**src/addr_select_pkg.sv**
```systemverilog
// Constants and types for the segment and I/O address select block.
// Assumes a single processor clock; decode supplies request strobes.
// Function
// - Separate I/O space, 64K byte or 32K word ports
// - Port address from 8-bit immediate or data_count_reg
// - Immediate port address zero-extended, upper lines low
// - Unqualified data references default to data segment
// - Instruction fetches always use code segment
// - Stack and base-pointer references use stack segment
// - String destination-index references use extra segment; code lets override or base pointer (stack segment) win
// - Override prefix replaces implied segment register
// - Signed arithmetic is two's complement
// - Packed decimal: one digit per nibble
// - Unpacked decimal: one digit per byte
// - Strings span one byte up to 64 Kbytes
// - Doubleword held as data_count_reg high, accumulator low
// - Halt stops execution until interrupt or reset
// - Flag store writes only sign, zero, aux, parity, carry
// - Test ANDs, sets flags, discards result
// - Physical address is segment shifted four plus offset
package addr_select_pkg;

  localparam int SEG_W        = 16;
  localparam int OFS_W        = 16;
  localparam int PHYS_W       = 20;
  localparam int SEG_SHIFT    = 4;
  localparam int PORT_W       = 16;
  localparam int PORT_IMM_W   = 8;
  localparam int STR_MAX_LEN  = 65536;
  localparam int DIGIT_W      = 4;
  localparam logic [3:0] DIGIT_MAX = 4'h9;

  localparam logic [PORT_W-1:0] PORT_RSVD_LO = 16'h00f8;
  localparam logic [PORT_W-1:0] PORT_RSVD_HI = 16'h00ff;

  // Flag bit positions in the 16-bit status word
  localparam int FLAG_CARRY  = 0;
  localparam int FLAG_PARITY = 2;
  localparam int FLAG_AUX    = 4;
  localparam int FLAG_ZERO   = 6;
  localparam int FLAG_SIGN   = 7;
  localparam int FLAG_OVF    = 11;
  localparam logic [15:0] FLAG_STORE_MASK = 16'h00d5;
  localparam logic [15:0] FLAGS_RESET     = 16'h0000;

  // Segment register codes, as carried by an override prefix
  localparam logic [1:0] SEG_EXTRA = 2'h0;
  localparam logic [1:0] SEG_CODE  = 2'h1;
  localparam logic [1:0] SEG_STACK = 2'h2;
  localparam logic [1:0] SEG_DATA  = 2'h3;

  typedef enum logic [3:0] {
    REF_DATA   = 4'h1,
    REF_FETCH  = 4'h2,
    REF_STACK  = 4'h4,
    REF_STRDST = 4'h8
  } ref_kind_t;

  typedef enum logic [2:0] {
    RUN_ST  = 3'h1,
    HALT_ST = 3'h2,
    WAKE_ST = 3'h4
  } run_state_t;

  typedef enum logic [2:0] {
    ALU_ADD  = 3'h0,
    ALU_SUB  = 3'h1,
    ALU_AND  = 3'h2,
    ALU_TEST = 3'h3,
    ALU_STORE_HIGH_ACC_TO_FLAGS = 3'h4,
    ALU_BCD  = 3'h5
  } alu_op_t;

endpackage

```
**src/seg_reg_file.sv**
```systemverilog
// Four segment registers with registered read of the selected one.
// Assumes writes come from the execute path on the same clock.
`timescale 1ns/100ps
module seg_reg_file
  import addr_select_pkg::*;
#(
  parameter int WIDTH = SEG_W
) (
  input  wire logic             clk_in,
  input  wire logic             rstn_in,
  input  wire logic             wr_en_in,
  input  wire logic [1:0]       wr_sel_in,
  input  wire logic [WIDTH-1:0] wr_data_in,
  input  wire logic [1:0]       rd_sel_in,
  output logic      [WIDTH-1:0] rd_data_out
);

  logic [WIDTH-1:0] seg_mem_reg [4];

  // ==========================================================
  // Storage
  genvar g;
  generate
    for (g = 0; g < 4; g++) begin : g_seg
      always_ff @(posedge clk_in or negedge rstn_in) begin
        if (!rstn_in) begin
          seg_mem_reg[g] <= '0;
        end else if (wr_en_in && wr_sel_in == 2'(g)) begin
          seg_mem_reg[g] <= wr_data_in;
        end
      end
    end
  endgenerate

  // ==========================================================
  // Registered read; write-through keeps a just-written value visible
  always_ff @(posedge clk_in or negedge rstn_in) begin
    if (!rstn_in) begin
      rd_data_out <= '0;
    end else if (wr_en_in && wr_sel_in == rd_sel_in) begin
      rd_data_out <= wr_data_in;
    end else begin
      rd_data_out <= seg_mem_reg[rd_sel_in];
    end
  end

endmodule

```
**src/segment_and_io_address_select.sv**
```systemverilog
// Segment selection, physical and I/O address forming, flag ops, halt.
// Assumes decode presents one request per cycle; port and ALU results one cycle later, memory results two.
`timescale 1ns/100ps
module segment_and_io_address_select
  import addr_select_pkg::*;
(
  input  wire logic              clk_in,
  input  wire logic              rstn_in,
  // Segment register load path
  input  wire logic              seg_wr_in,
  input  wire logic [1:0]        seg_wr_sel_in,
  input  wire logic [SEG_W-1:0]  seg_wr_data_in,
  // Memory reference request
  input  wire logic              mem_req_in,
  input  wire logic [3:0]        ref_kind_in,
  input  wire logic              uses_base_ptr_in,
  input  wire logic              override_in,
  input  wire logic [1:0]        override_seg_in,
  input  wire logic [OFS_W-1:0]  offset_in,
  // Port request
  input  wire logic              io_req_in,
  input  wire logic              io_use_dcount_in,
  input  wire logic              io_word_in,
  input  wire logic [PORT_IMM_W-1:0] io_imm_in,
  input  wire logic [15:0]       data_count_reg_in,
  // Arithmetic and flag path
  input  wire logic              alu_req_in,
  input  wire logic [2:0]        alu_op_in,
  input  wire logic              alu_word_in,
  input  wire logic [15:0]       alu_a_in,
  input  wire logic [15:0]       alu_b_in,
  input  wire logic [15:0]       accumulator_reg_in,
  // Halt control
  input  wire logic              halt_instruction_in,
  input  wire logic              irq_in,
  // Outputs
  output logic                   mem_valid_out,
  output logic [PHYS_W-1:0]      phys_addr_out,
  output logic [1:0]             seg_used_out,
  output logic                   io_valid_out,
  output logic [PORT_W-1:0]      io_addr_out,
  output logic                   io_word_out,
  output logic                   io_reserved_out,
  output logic                   alu_valid_out,
  output logic [15:0]            alu_result_out,
  output logic                   alu_write_out,
  output logic [15:0]            flags_out,
  output logic [31:0]            dword_out,
  output logic                   bcd_valid_out,
  output logic                   halted_out
);

  logic              irq_meta_reg;
  logic              irq_sync_reg;
  logic [1:0]        seg_sel;
  logic              mem_req_d_reg;
  logic [OFS_W-1:0]  offset_d_reg;
  logic [1:0]        seg_sel_d_reg;
  logic [SEG_W-1:0]  seg_value;
  logic [PHYS_W-1:0] phys_next;
  logic [PORT_W-1:0] port_next;
  logic [15:0]       flags_reg;
  logic [15:0]       flags_next;
  logic [15:0]       res_next;
  logic              write_next;
  logic              carry_next;
  logic              ovf_next;
  logic              aux_next;
  logic              bcd_ok_next;
  logic [16:0]       sum17;
  run_state_t        run_state_reg;
  run_state_t        run_state_next;
  logic              running;

  // ==========================================================
  // Interrupt pin synchroniser
  always_ff @(posedge clk_in or negedge rstn_in) begin
    if (!rstn_in) begin
      irq_meta_reg <= 1'b0;
      irq_sync_reg <= 1'b0;
    end else begin
      irq_meta_reg <= irq_in;
      irq_sync_reg <= irq_meta_reg;
    end
  end

  // ==========================================================
  // Segment selection
  // Override outranks everything, but fetches always stay on code segment
  always_comb begin
    if (ref_kind_in == REF_FETCH) begin
      seg_sel = SEG_CODE;
    end else if (override_in) begin
      seg_sel = override_seg_in;
    end else if (ref_kind_in == REF_STACK || uses_base_ptr_in) begin
      seg_sel = SEG_STACK;
    end else if (ref_kind_in == REF_STRDST) begin
      seg_sel = SEG_EXTRA;
    end else begin
      seg_sel = SEG_DATA;
    end
  end

  seg_reg_file #(
    .WIDTH (SEG_W)
  ) u_seg (
    .clk_in      (clk_in),
    .rstn_in     (rstn_in),
    .wr_en_in    (seg_wr_in),
    .wr_sel_in   (seg_wr_sel_in),
    .wr_data_in  (seg_wr_data_in),
    .rd_sel_in   (seg_sel),
    .rd_data_out (seg_value)
  );

  // Align offset with the registered segment read
  always_ff @(posedge clk_in or negedge rstn_in) begin
    if (!rstn_in) begin
      mem_req_d_reg <= 1'b0;
      offset_d_reg  <= '0;
      seg_sel_d_reg <= SEG_DATA;
    end else begin
      mem_req_d_reg <= mem_req_in && running;
      offset_d_reg  <= offset_in;
      seg_sel_d_reg <= seg_sel;
    end
  end

  // Carry out of bit 19 drops: the space wraps at 1 Mbyte
  assign phys_next = PHYS_W'({seg_value, {SEG_SHIFT{1'b0}}}) + PHYS_W'(offset_d_reg);

  always_ff @(posedge clk_in or negedge rstn_in) begin
    if (!rstn_in) begin
      mem_valid_out <= 1'b0;
      phys_addr_out <= '0;
      seg_used_out  <= SEG_DATA;
    end else begin
      mem_valid_out <= mem_req_d_reg;
      phys_addr_out <= phys_next;
      seg_used_out  <= seg_sel_d_reg;
    end
  end

  // ==========================================================
  // Port address
  always_comb begin
    if (io_use_dcount_in) begin
      port_next = data_count_reg_in;
    end else begin
      port_next = {8'h00, io_imm_in};
    end
  end

  // Word ports pair two byte addresses; 16-bit width covers all 64K
  always_ff @(posedge clk_in or negedge rstn_in) begin
    if (!rstn_in) begin
      io_valid_out    <= 1'b0;
      io_addr_out     <= '0;
      io_word_out     <= 1'b0;
      io_reserved_out <= 1'b0;
    end else begin
      io_valid_out    <= io_req_in && running;
      io_addr_out     <= port_next;
      io_word_out     <= io_word_in;
      // Flagged only; software must keep user ports out of this range
      io_reserved_out <= port_next >= PORT_RSVD_LO && port_next <= PORT_RSVD_HI;
    end
  end

  // ==========================================================
  // Arithmetic and flags
  always_comb begin
    sum17       = 17'h00000;
    res_next    = 16'h0000;
    write_next  = 1'b1;
    carry_next  = flags_reg[FLAG_CARRY];
    ovf_next    = flags_reg[FLAG_OVF];
    aux_next    = flags_reg[FLAG_AUX];
    bcd_ok_next = 1'b0;
    flags_next  = flags_reg;
    case (alu_op_in)
      ALU_ADD: begin
        sum17      = {1'b0, alu_a_in} + {1'b0, alu_b_in};
        res_next   = sum17[15:0];
        carry_next = alu_word_in ? sum17[16] : (alu_a_in[8] ^ alu_b_in[8] ^ sum17[8]);
        aux_next   = alu_a_in[4] ^ alu_b_in[4] ^ sum17[4];
        ovf_next   = alu_word_in ?
                     (alu_a_in[15] == alu_b_in[15]) && (sum17[15] != alu_a_in[15]) :
                     (alu_a_in[7] == alu_b_in[7]) && (sum17[7] != alu_a_in[7]);
      end
      ALU_SUB: begin
        sum17      = {1'b0, alu_a_in} - {1'b0, alu_b_in};
        res_next   = sum17[15:0];
        carry_next = alu_word_in ? sum17[16] : (alu_a_in[8] ^ alu_b_in[8] ^ sum17[8]);
        aux_next   = alu_a_in[4] ^ alu_b_in[4] ^ sum17[4];
        ovf_next   = alu_word_in ?
                     (alu_a_in[15] != alu_b_in[15]) && (sum17[15] != alu_a_in[15]) :
                     (alu_a_in[7] != alu_b_in[7]) && (sum17[7] != alu_a_in[7]);
      end
      ALU_AND, ALU_TEST: begin
        res_next   = alu_a_in & alu_b_in;
        write_next = alu_op_in == ALU_AND;
        carry_next = 1'b0;
        ovf_next   = 1'b0;
      end
      ALU_BCD: begin
        res_next    = alu_a_in;
        write_next  = 1'b0;
        // Byte holds two packed digits; low nibble alone is the unpacked form
        bcd_ok_next = alu_word_in ?
                      (alu_a_in[7:4] <= DIGIT_MAX && alu_a_in[3:0] <= DIGIT_MAX) :
                      (alu_a_in[7:0] <= {4'h0, DIGIT_MAX});
      end
      default: begin
        write_next = 1'b0;
      end
    endcase
    if (alu_op_in == ALU_STORE_HIGH_ACC_TO_FLAGS) begin
      flags_next = (flags_reg & ~FLAG_STORE_MASK) |
                   ({8'h00, accumulator_reg_in[15:8]} & FLAG_STORE_MASK);
    end else if (alu_op_in != ALU_BCD) begin
      flags_next[FLAG_CARRY]  = carry_next;
      flags_next[FLAG_AUX]    = aux_next;
      flags_next[FLAG_OVF]    = ovf_next;
      flags_next[FLAG_SIGN]   = alu_word_in ? res_next[15] : res_next[7];
      flags_next[FLAG_ZERO]   = alu_word_in ? (res_next == 16'h0000) : (res_next[7:0] == 8'h00);
      flags_next[FLAG_PARITY] = ~^res_next[7:0];
    end
  end

  always_ff @(posedge clk_in or negedge rstn_in) begin
    if (!rstn_in) begin
      flags_reg      <= FLAGS_RESET;
      alu_valid_out  <= 1'b0;
      alu_result_out <= '0;
      alu_write_out  <= 1'b0;
      bcd_valid_out  <= 1'b0;
    end else if (alu_req_in && running) begin
      flags_reg      <= flags_next;
      alu_valid_out  <= 1'b1;
      alu_result_out <= res_next;
      alu_write_out  <= write_next;
      bcd_valid_out  <= bcd_ok_next;
    end else begin
      alu_valid_out  <= 1'b0;
      alu_write_out  <= 1'b0;
      bcd_valid_out  <= 1'b0;
    end
  end

  always_ff @(posedge clk_in or negedge rstn_in) begin
    if (!rstn_in) begin
      flags_out <= FLAGS_RESET;
      dword_out <= '0;
    end else begin
      // Mirrors flags_reg, so refused requests never show on the port
      flags_out <= (alu_req_in && running) ? flags_next : flags_reg;
      dword_out <= {data_count_reg_in, accumulator_reg_in};
    end
  end

  // ==========================================================
  // Halt sequencer
  // Wake already takes requests, so refusal matches halted_out exactly
  assign running = run_state_reg != HALT_ST;

  always_comb begin
    case (run_state_reg)
      RUN_ST:  run_state_next = halt_instruction_in ? HALT_ST : RUN_ST;
      HALT_ST: run_state_next = irq_sync_reg ? WAKE_ST : HALT_ST;
      WAKE_ST: run_state_next = halt_instruction_in ? HALT_ST : RUN_ST;
      default: run_state_next = RUN_ST;
    endcase
  end

  // Reset also leaves halt since it restores RUN_ST
  always_ff @(posedge clk_in or negedge rstn_in) begin
    if (!rstn_in) begin
      run_state_reg <= RUN_ST;
      halted_out    <= 1'b0;
    end else begin
      run_state_reg <= run_state_next;
      halted_out    <= run_state_next == HALT_ST;
    end
  end

  // String length spans 1..STR_MAX_LEN; offset wrap above is the only limit

endmodule

```
**config.mk**
```make
export PLATFORM = sky130hd
export DESIGN_NAME = segment_and_io_address_select
export DESIGN_NICKNAME = d
export VERILOG_FILES = /design/src/addr_select_pkg.sv /design/src/seg_reg_file.sv /design/src/segment_and_io_address_select.sv
export SDC_FILE = /design/constraint.sdc
export NUM_CORES = 1
export LEC_CHECK = 0
export ABC_AREA = 1
export BUFFER_PORTS_ARGS = -buffer_cell sky130_fd_sc_hd__buf_4
export CELL_PAD_IN_SITES_DETAIL_PLACEMENT = 1
export CELL_PAD_IN_SITES_GLOBAL_PLACEMENT = 1
export CORE_UTILIZATION = 36
export DETAILED_ROUTE_END_ITERATION = 10
export HOLD_SLACK_MARGIN = 0.12
export PLACE_DENSITY = 0.8
export SLEW_MARGIN = 20
export SYNTH_ARGS = -nofsm -noshare
export SYNTH_HDL_FRONTEND = slang
export SYNTH_SLANG_ARGS = --single-unit
```
**constraint.sdc**
```tcl
create_clock -name clk_in -period 1.8 [get_ports clk_in]
set_input_delay 0.09 -clock clk_in [delete_from_list [all_inputs] [get_ports clk_in]]
set_output_delay 0.09 -clock clk_in [all_outputs]
set_load 0.01 [all_outputs]
```
# Word-level counts from Yosys, hierarchy flattened
# Index checks and enable logic that the tools add are counted.
op_classes:
  add_sub_neg: 3
  n_lt_le_gt_ge: 6
  eq_ne: 26
  n_mux: 38
  n_bitwise: 9
  n_reduce_logical: 30
ops:
  columns: ["op", "n"]
  rows:
  - ["16-bit 2-to-1 mux", 4]
  - ["16-bit case mux with 4 select lines", 1]
  - ["16-bit binary-select mux with 2-bit select", 1]
  - ["20-bit by 16-bit adder with 20-bit output", 1]
  - ["1-bit 2-to-1 mux", 19]
  - ["16-bit by 16-bit adder with 17-bit output", 1]
  - ["16-bit by 16-bit subtractor with 17-bit output", 1]
  - ["16-bit bitwise AND", 1]
  - ["16-bit by 8-bit >= comparator with 1-bit output (second input constant)", 1]
  - ["16-bit by 8-bit <= comparator with 1-bit output (second input constant)", 1]
  - ["16-bit logical NOT", 1]
  - ["16-bit by 8-bit OR with 16-bit output", 1]
  - ["1-bit logical AND", 14]
  - ["2-bit 2-to-1 mux", 7]
  - ["3-bit by 2-bit == test with 1-bit output (second input constant)", 4]
  - ["3-bit == test (second input constant)", 3]
  - ["4-bit <= comparator (second input constant)", 2]
  - ["8-bit by 4-bit <= comparator with 1-bit output (second input constant)", 1]
  - ["8-bit logical NOT", 1]
  - ["8-bit XNOR reduction", 1]
  - ["3-bit by 1-bit == test with 1-bit output (second input constant)", 2]
  - ["1-bit inequality test", 6]
  - ["1-bit case mux with 3 select lines", 2]
  - ["3-bit case mux with 2 select lines", 1]
  - ["23 further kinds", 35]
totals:
  register_bits: 214
  in_bits: 128
  wordCells: 140

# Depth between registers and ports, before layout
depth:
  depth_word: 10
  mapped_depth: 19
  ltp_nobuf: 18

# Hierarchy
# Synthesis repeated with hierarchy kept, for this count alone.
hier_totals:
  cells_unflattened: 1404
  area_unflattened_um2: 11008.1
modules_own_cells:
  columns: ["mod", "instances", "cells_per_inst", "area_per_inst_um2", "seq_area_each_um2"]
  rows:
  - ["segment_and_io_address_select", 1, 912, 7228.2, 3109.2]
  - ["seg_reg_file", 1, 492, 3779.9, 2001.9]

# Least setup slack after synthesis
# OpenSTA, ideal clock, no wires.
synth_path:
  path_kind: "input to register"
  from: "input port alu_a_in[0]"
  to: "register flags_out[2]"
  t_arrival_ns: 2.142
  t_required_ns: 1.717
  path_slack_ns: -0.425
  cell_stages: 15
  n_path_buf: 0
  path_cell_list: "ha_1 -> inv_1 -> fa_1 -> inv_1 -> nand2_1 -> nand2_1 -> inv_1 -> o21ai_0 -> nand2_1 -> a221oi_1 -> ha_1 -> xnor2_1 -> xnor2_1 -> nor2_1 -> o21ai_0"
synth_between:
  elab_chain_cells: 5
  elab_cells_between_ends: 7
  cone_classes: "2 x add/sub; 3 x mux; 1 x bitwise; 1 x reduce/logical"
synth_lines:
  columns: ["element", "line_no", "text"]
  rows:
  - ["start, declared", "segment_and_io_address_select.sv:30", "input wire logic [15:0] alu_a_in,"]
  - ["16-bit by 16-bit subtractor with 17-bit output, or another cell as far along", "segment_and_io_address_select.sv:192", "sum17 = {1'b0, alu_a_in} - {1'b0, alu_b_in};"]
  - ["16-bit case mux with 4 select lines (*)", "segment_and_io_address_select.sv:181", "case (alu_op_in)"]
  - ["8-bit XNOR reduction (*)", "segment_and_io_address_select.sv:227", "flags_next[FLAG_PARITY] = ~^res_next[7:0];"]
  - ["1-bit 2-to-1 mux (*)", "segment_and_io_address_select.sv:221", "end else if (alu_op_in != ALU_BCD) begin"]
  - ["1-bit 2-to-1 mux (*)", "segment_and_io_address_select.sv:218", "if (alu_op_in == ALU_STORE_HIGH_ACC_TO_FLAGS) begin"]
  - ["end signal, assigned", "segment_and_io_address_select.sv:257", "flags_out <= (alu_req_in && running) ? flags_next : flags_reg;"]
  - ["end, declared", "segment_and_io_address_select.sv:47", "output logic [15:0] flags_out,"]
# Mark *: on every way between the ends. The rest lies on a longest branch, timed or not. The select of a mux whose other input is x is not followed.
# A chain may end at the register's enable or synchronous reset.

# Worst setup path after layout
layout_path:
  from: "register u_seg.rd_data_out[0]"
  to: "register phys_addr_out[16]"
layout_between:
  elab_chain_cells: 1
layout_lines:
  columns: ["element", "line_no", "text"]
  rows:
  - ["start, declared", "seg_reg_file.sv:15", "output logic [WIDTH-1:0] rd_data_out"]
  - ["start signal, assigned", "seg_reg_file.sv:41", "rd_data_out <= wr_data_in;"]
  - ["start signal, assigned", "seg_reg_file.sv:43", "rd_data_out <= seg_mem_reg[rd_sel_in];"]
  - ["20-bit by 16-bit adder with 20-bit output", "segment_and_io_address_select.sv:130", "assign phys_next = PHYS_W'({seg_value, {SEG_SHIFT{1'b0}}}) + PHYS_W'(offset_d_reg);"]
  - ["named net phys_next[16]", "segment_and_io_address_select.sv:60", "logic [PHYS_W-1:0] phys_next;"]
  - ["end signal, assigned", "segment_and_io_address_select.sv:139", "phys_addr_out <= phys_next;"]
  - ["end, declared", "segment_and_io_address_select.sv:38", "output logic [PHYS_W-1:0] phys_addr_out,"]
# The timed path passes the listed nets, and every way through them passes these cells.

==> flow_summary.toml <==
[sta]
hold_viol = 0
setup_viol = 8
skew_ps = 20.3
tightest_slew_ps = 940
max_slew_margin_pct = 37.1
setup_ws_ps = -304
fmax_mhz = 475
slew_viol_final = 0
hold_ws_ps = 112
finalCritPeriodShare_pct = 117
period_minus_slack_ps = 2100
rsz0062_at_grt = "yes"
timing.setup.tns_ps = -1540

[final_layout]
largest_reg_flops = 64
drive_above_1_share_pct = 35.0
postLayoutCoreUtil_pct = 56.7
layout.cells.non_filler = 2186
n_fill_cell = 3353
synthToLayoutAreaGrowth_pct = 54.1
final_nets = 1963

[power]
vdd.ir_drop.worst_mv = 0.659
p_sw_share_pct = 32.6
total_power_w = 0.0156
internal_power_w = 0.0105
comb_power_share_pct = 32.1
p_seq_share_pct = 37.2
switchingPower_w = 0.00509
leakage_nw = 8.31
power_frac_clock_pct = 30.7
power_per_cell_area_nw_per_um2 = 955

[routing]
finalWirelength_microns = 43100
vias_per_cell = 5.07
drtIter0Drc = 654
vias = 11100
drc = 0
ant_nets = 0
first_pass_iters = 5
wl_per_cell_microns = 19.7

[hold_path]
whs_path_depth = 5
hold_class = "in -> reg"
min_from = "alu_op_in[1]"
min_to = "flags_out[4]"

[synthesis]
synth_seq_cells = 204
synth_cell_types = 53
synth_enable_flop_cells = 0
synthCells = 1290
ys.warnings.count = 0
netlist_area_sq_um = 10600
synth_seq_area_share_pct = 48.3
yosys_most_used_dff = "dfrtp_1"
postSynth.asyncResetShare_pct = 100
syn_avg_cell_area_sq_um = 8.21

[critical_path]
cp_cell_sequence = "ha_4, inv_4, fa_2, inv_2, a31oi_4, o21ai_2, nand2_1, nand2_2, a21oi_4, o21ai_4, buf_4, xor2_1"
critPathKind = "reg -> reg"
timing.rr.start = "u_seg.rd_data_out[0]"
critical_path.max_fanout = 2
cp.arrival_ps = 2540
reg2reg_to = "phys_addr_out[16]"
path_delay_family = "compound AO/OA/AOI/OAI gates"
ff2ff_path_depth = 12
regToRegSetupSlack_ps = -300
cp.required_ps = 2230
endpoint_kind = "flop"
cp_num_buf_inv = 3
cp_slowest_cell = "dfrtp_1"
cp-start-kind = "flop"
slowest_delay_ps = 370

[clocking]
h-tree-depth = 1
path_clk_slew_ps = 60
clk_latency_ps = 520
cts_tree = "built"
cts_made_buffers = 23
root_buffer = "clkbuf_16"
cts.sinks = 204
clockBufferDepth = 3

[job]
drv_cap = 0

[place]
dp.cells = 2026
hpwlAfterDp_microns = 27900
port_buffers = 227
place_congestion = 0.918

[global_routing]
grt_pass1_vias = 12000
antenna_found_initial = 2
grt_pass1_wl_microns = 65800
overflow = 0
grt_start_max_net_pins = 55
grt_use_total_pct = 27.5

[floorplan]
die_width_microns = 173
row_count = 62
die_y_microns = 173
coreArea_sq_um = 28800
pin_count = 238
start_util_pct = 36.8
fp.dieArea_sq_um = 30100

[run_status]
status = "finished, violations left"
failed_checks = "negative setup slack"
synthesized netlist by cell type, types with 2 or more instances:
cell | instances | area share (%)
nand2_1 | 296 | 10
dfrtp_1 | 199 | 47
inv_1 | 162 | 5.7
nor2_1 | 142 | 5.0
o21ai_0 | 133 | 6.3
nand3_1 | 54 | 2.6
ha_1 | 49 | 5.8
a21oi_1 | 47 | 2.2
a31oi_1 | 18 | 1.1
buf_4 | 18 | 1.3
clkbuf_1 | 17 | 0.60
inv_2 | 14 | 0.50
buf_2 | 11 | 0.52
nand2_2 | 11 | 0.65
nand4_1 | 9 | 0.53
xnor2_1 | 9 | 0.74
nor2_2 | 8 | 0.47
xor2_1 | 8 | 0.66
nand3_2 | 7 | 0.66
mux2_2 | 6 | 0.64
o22ai_1 | 6 | 0.35
dfstp_2 | 5 | 1.2
nor3_1 | 5 | 0.24
a21oi_2 | 4 | 0.33
and2_1 | 4 | 0.24
buf_6 | 4 | 0.43
nand3b_1 | 4 | 0.28
o21ai_1 | 4 | 0.19
fa_1 | 3 | 0.57
mux2i_1 | 3 | 0.28
o211ai_1 | 3 | 0.21
a221oi_1 | 2 | 0.17
a22oi_1 | 2 | 0.14
buf_1 | 2 | 0.071
o21bai_1 | 2 | 0.14
or2_2 | 2 | 0.12
power groups by stage:
stage / combinational (W) / sequential [W] / clock [W]
CTS: 0.00457 / 0.00573 / 0.00480
floorplan: 0.00187 / 0.00587 / 0
global route: 0.00541 / 0.00585 / 0.00504
finish: 0.00501 / 0.00579 / 0.00479
global placement: 0.00399 / 0.00575 / 0
detailed placement: 0.00416 / 0.00579 / 0
worst reg2reg max path: stages, from the launching register on:
cell and delay (ps):
dfrtp_1 370, ha_4 160, inv_4 40, fa_2 340, inv_2 80, a31oi_4 90
o21ai_2 170, nand2_1 90, nand2_2 100, a21oi_4 80, o21ai_4 190, buf_4 140
xor2_1 170
timing repair:
| action | in CTS | in global routing |
|---|---|---|
| endpoints found under the setup margin | 10 | 15 |
| hold buffers | 87 | 1 |
| gates resized for setup | 38 | 85 |
| setup buffers | 17 | 15 |
| endpoints found under the hold margin | 363 | 2 |
| pin swaps | 30 | 51 |
through the flow:
stage                     cell area (sq um)  worst slack, ps
final                                 16300             -304
after detailed placement              13900             -784
after floorplan                       10700             -225
after CTS                             15900             -238
after global routing                  16300             -424
after global placement                13900             -671
logic make-up (layout without fill, tap and decap cells):
kind of cell,count (synthesis),in the layout,synth area share (%)
AND/OR/NAND/NOR,547,547,21.9
multiplexers,9,9,0.922
AO/OA/AOI/OAI,231,231,12.0
other,1,12,0.0354
adder cells (fa/ha/maj),52,52,6.36
buffers and inverters,229,730,9.17
flip-flops,204,204,48.3
XOR/XNOR,17,17,1.41
per-layer routing:
metal  global-route usage, %  vias to the layer above  share of wire (%)
li1                        -                     5078                  -
met1                    33.9                     5527                 41
met2                    49.5                      380                 51
met3                    3.66                       90                4.9
met4                    8.70                        0                3.3
met5                       0                        -                  0
how the worst max path moves through the flow:
stage / start / to / cells after the start
2_1_floorplan: alu_a_in[0] / flags_out[2] / 15
3_3_place_gp: alu_a_in[4] / flags_out[2] / 15
3_5_place_dp: alu_a_in[4] / flags_out[2] / 15
4_1_cts: u_seg.rd_data_out[0] / phys_addr_out[16] / 12
5_1_grt: u_seg.rd_data_out[0] / phys_addr_out[16] / 12
6_report: u_seg.rd_data_out[0] / phys_addr_out[16] / 12
layout make-up:
| class | count | area, sq um | area share, % |
|---|---|---|---|
| multi-input cells | 866 | 5130 | 31.4 |
| flip-flops and latches | 204 | 5110 | 31.3 |
| repair buffers | 511 | 4150 | 25.4 |
| inverters | 177 | 674 | 4.13 |
| clock buffers | 30 | 642 | 3.93 |
| well taps | 384 | 480 | 2.94 |
| clock inverters | 12 | 129 | 0.790 |
| diodes | 2 | 5.00 | 0.0307 |
placed cells by master (no fill, tap or decap), drive strengths merged, types with 3 or more instances in the layout:
cell,instances
a21oi,51
a31oi,18
and2,4
buf,422
clkbuf,31
clkinv,6
clkinvlp,3
conb,10
dfrtp,199
dfstp,5
dlygate4sd3,88
fa,3
ha,49
inv,178
mux2,6
mux2i,3
nand2,307
nand3,62
nand3b,4
nand4,9
nor2,151
nor3,5
o211ai,3
o21ai,139
o22ai,6
xnor2,9
xor2,8
Power figures use the tool's default switching activity.
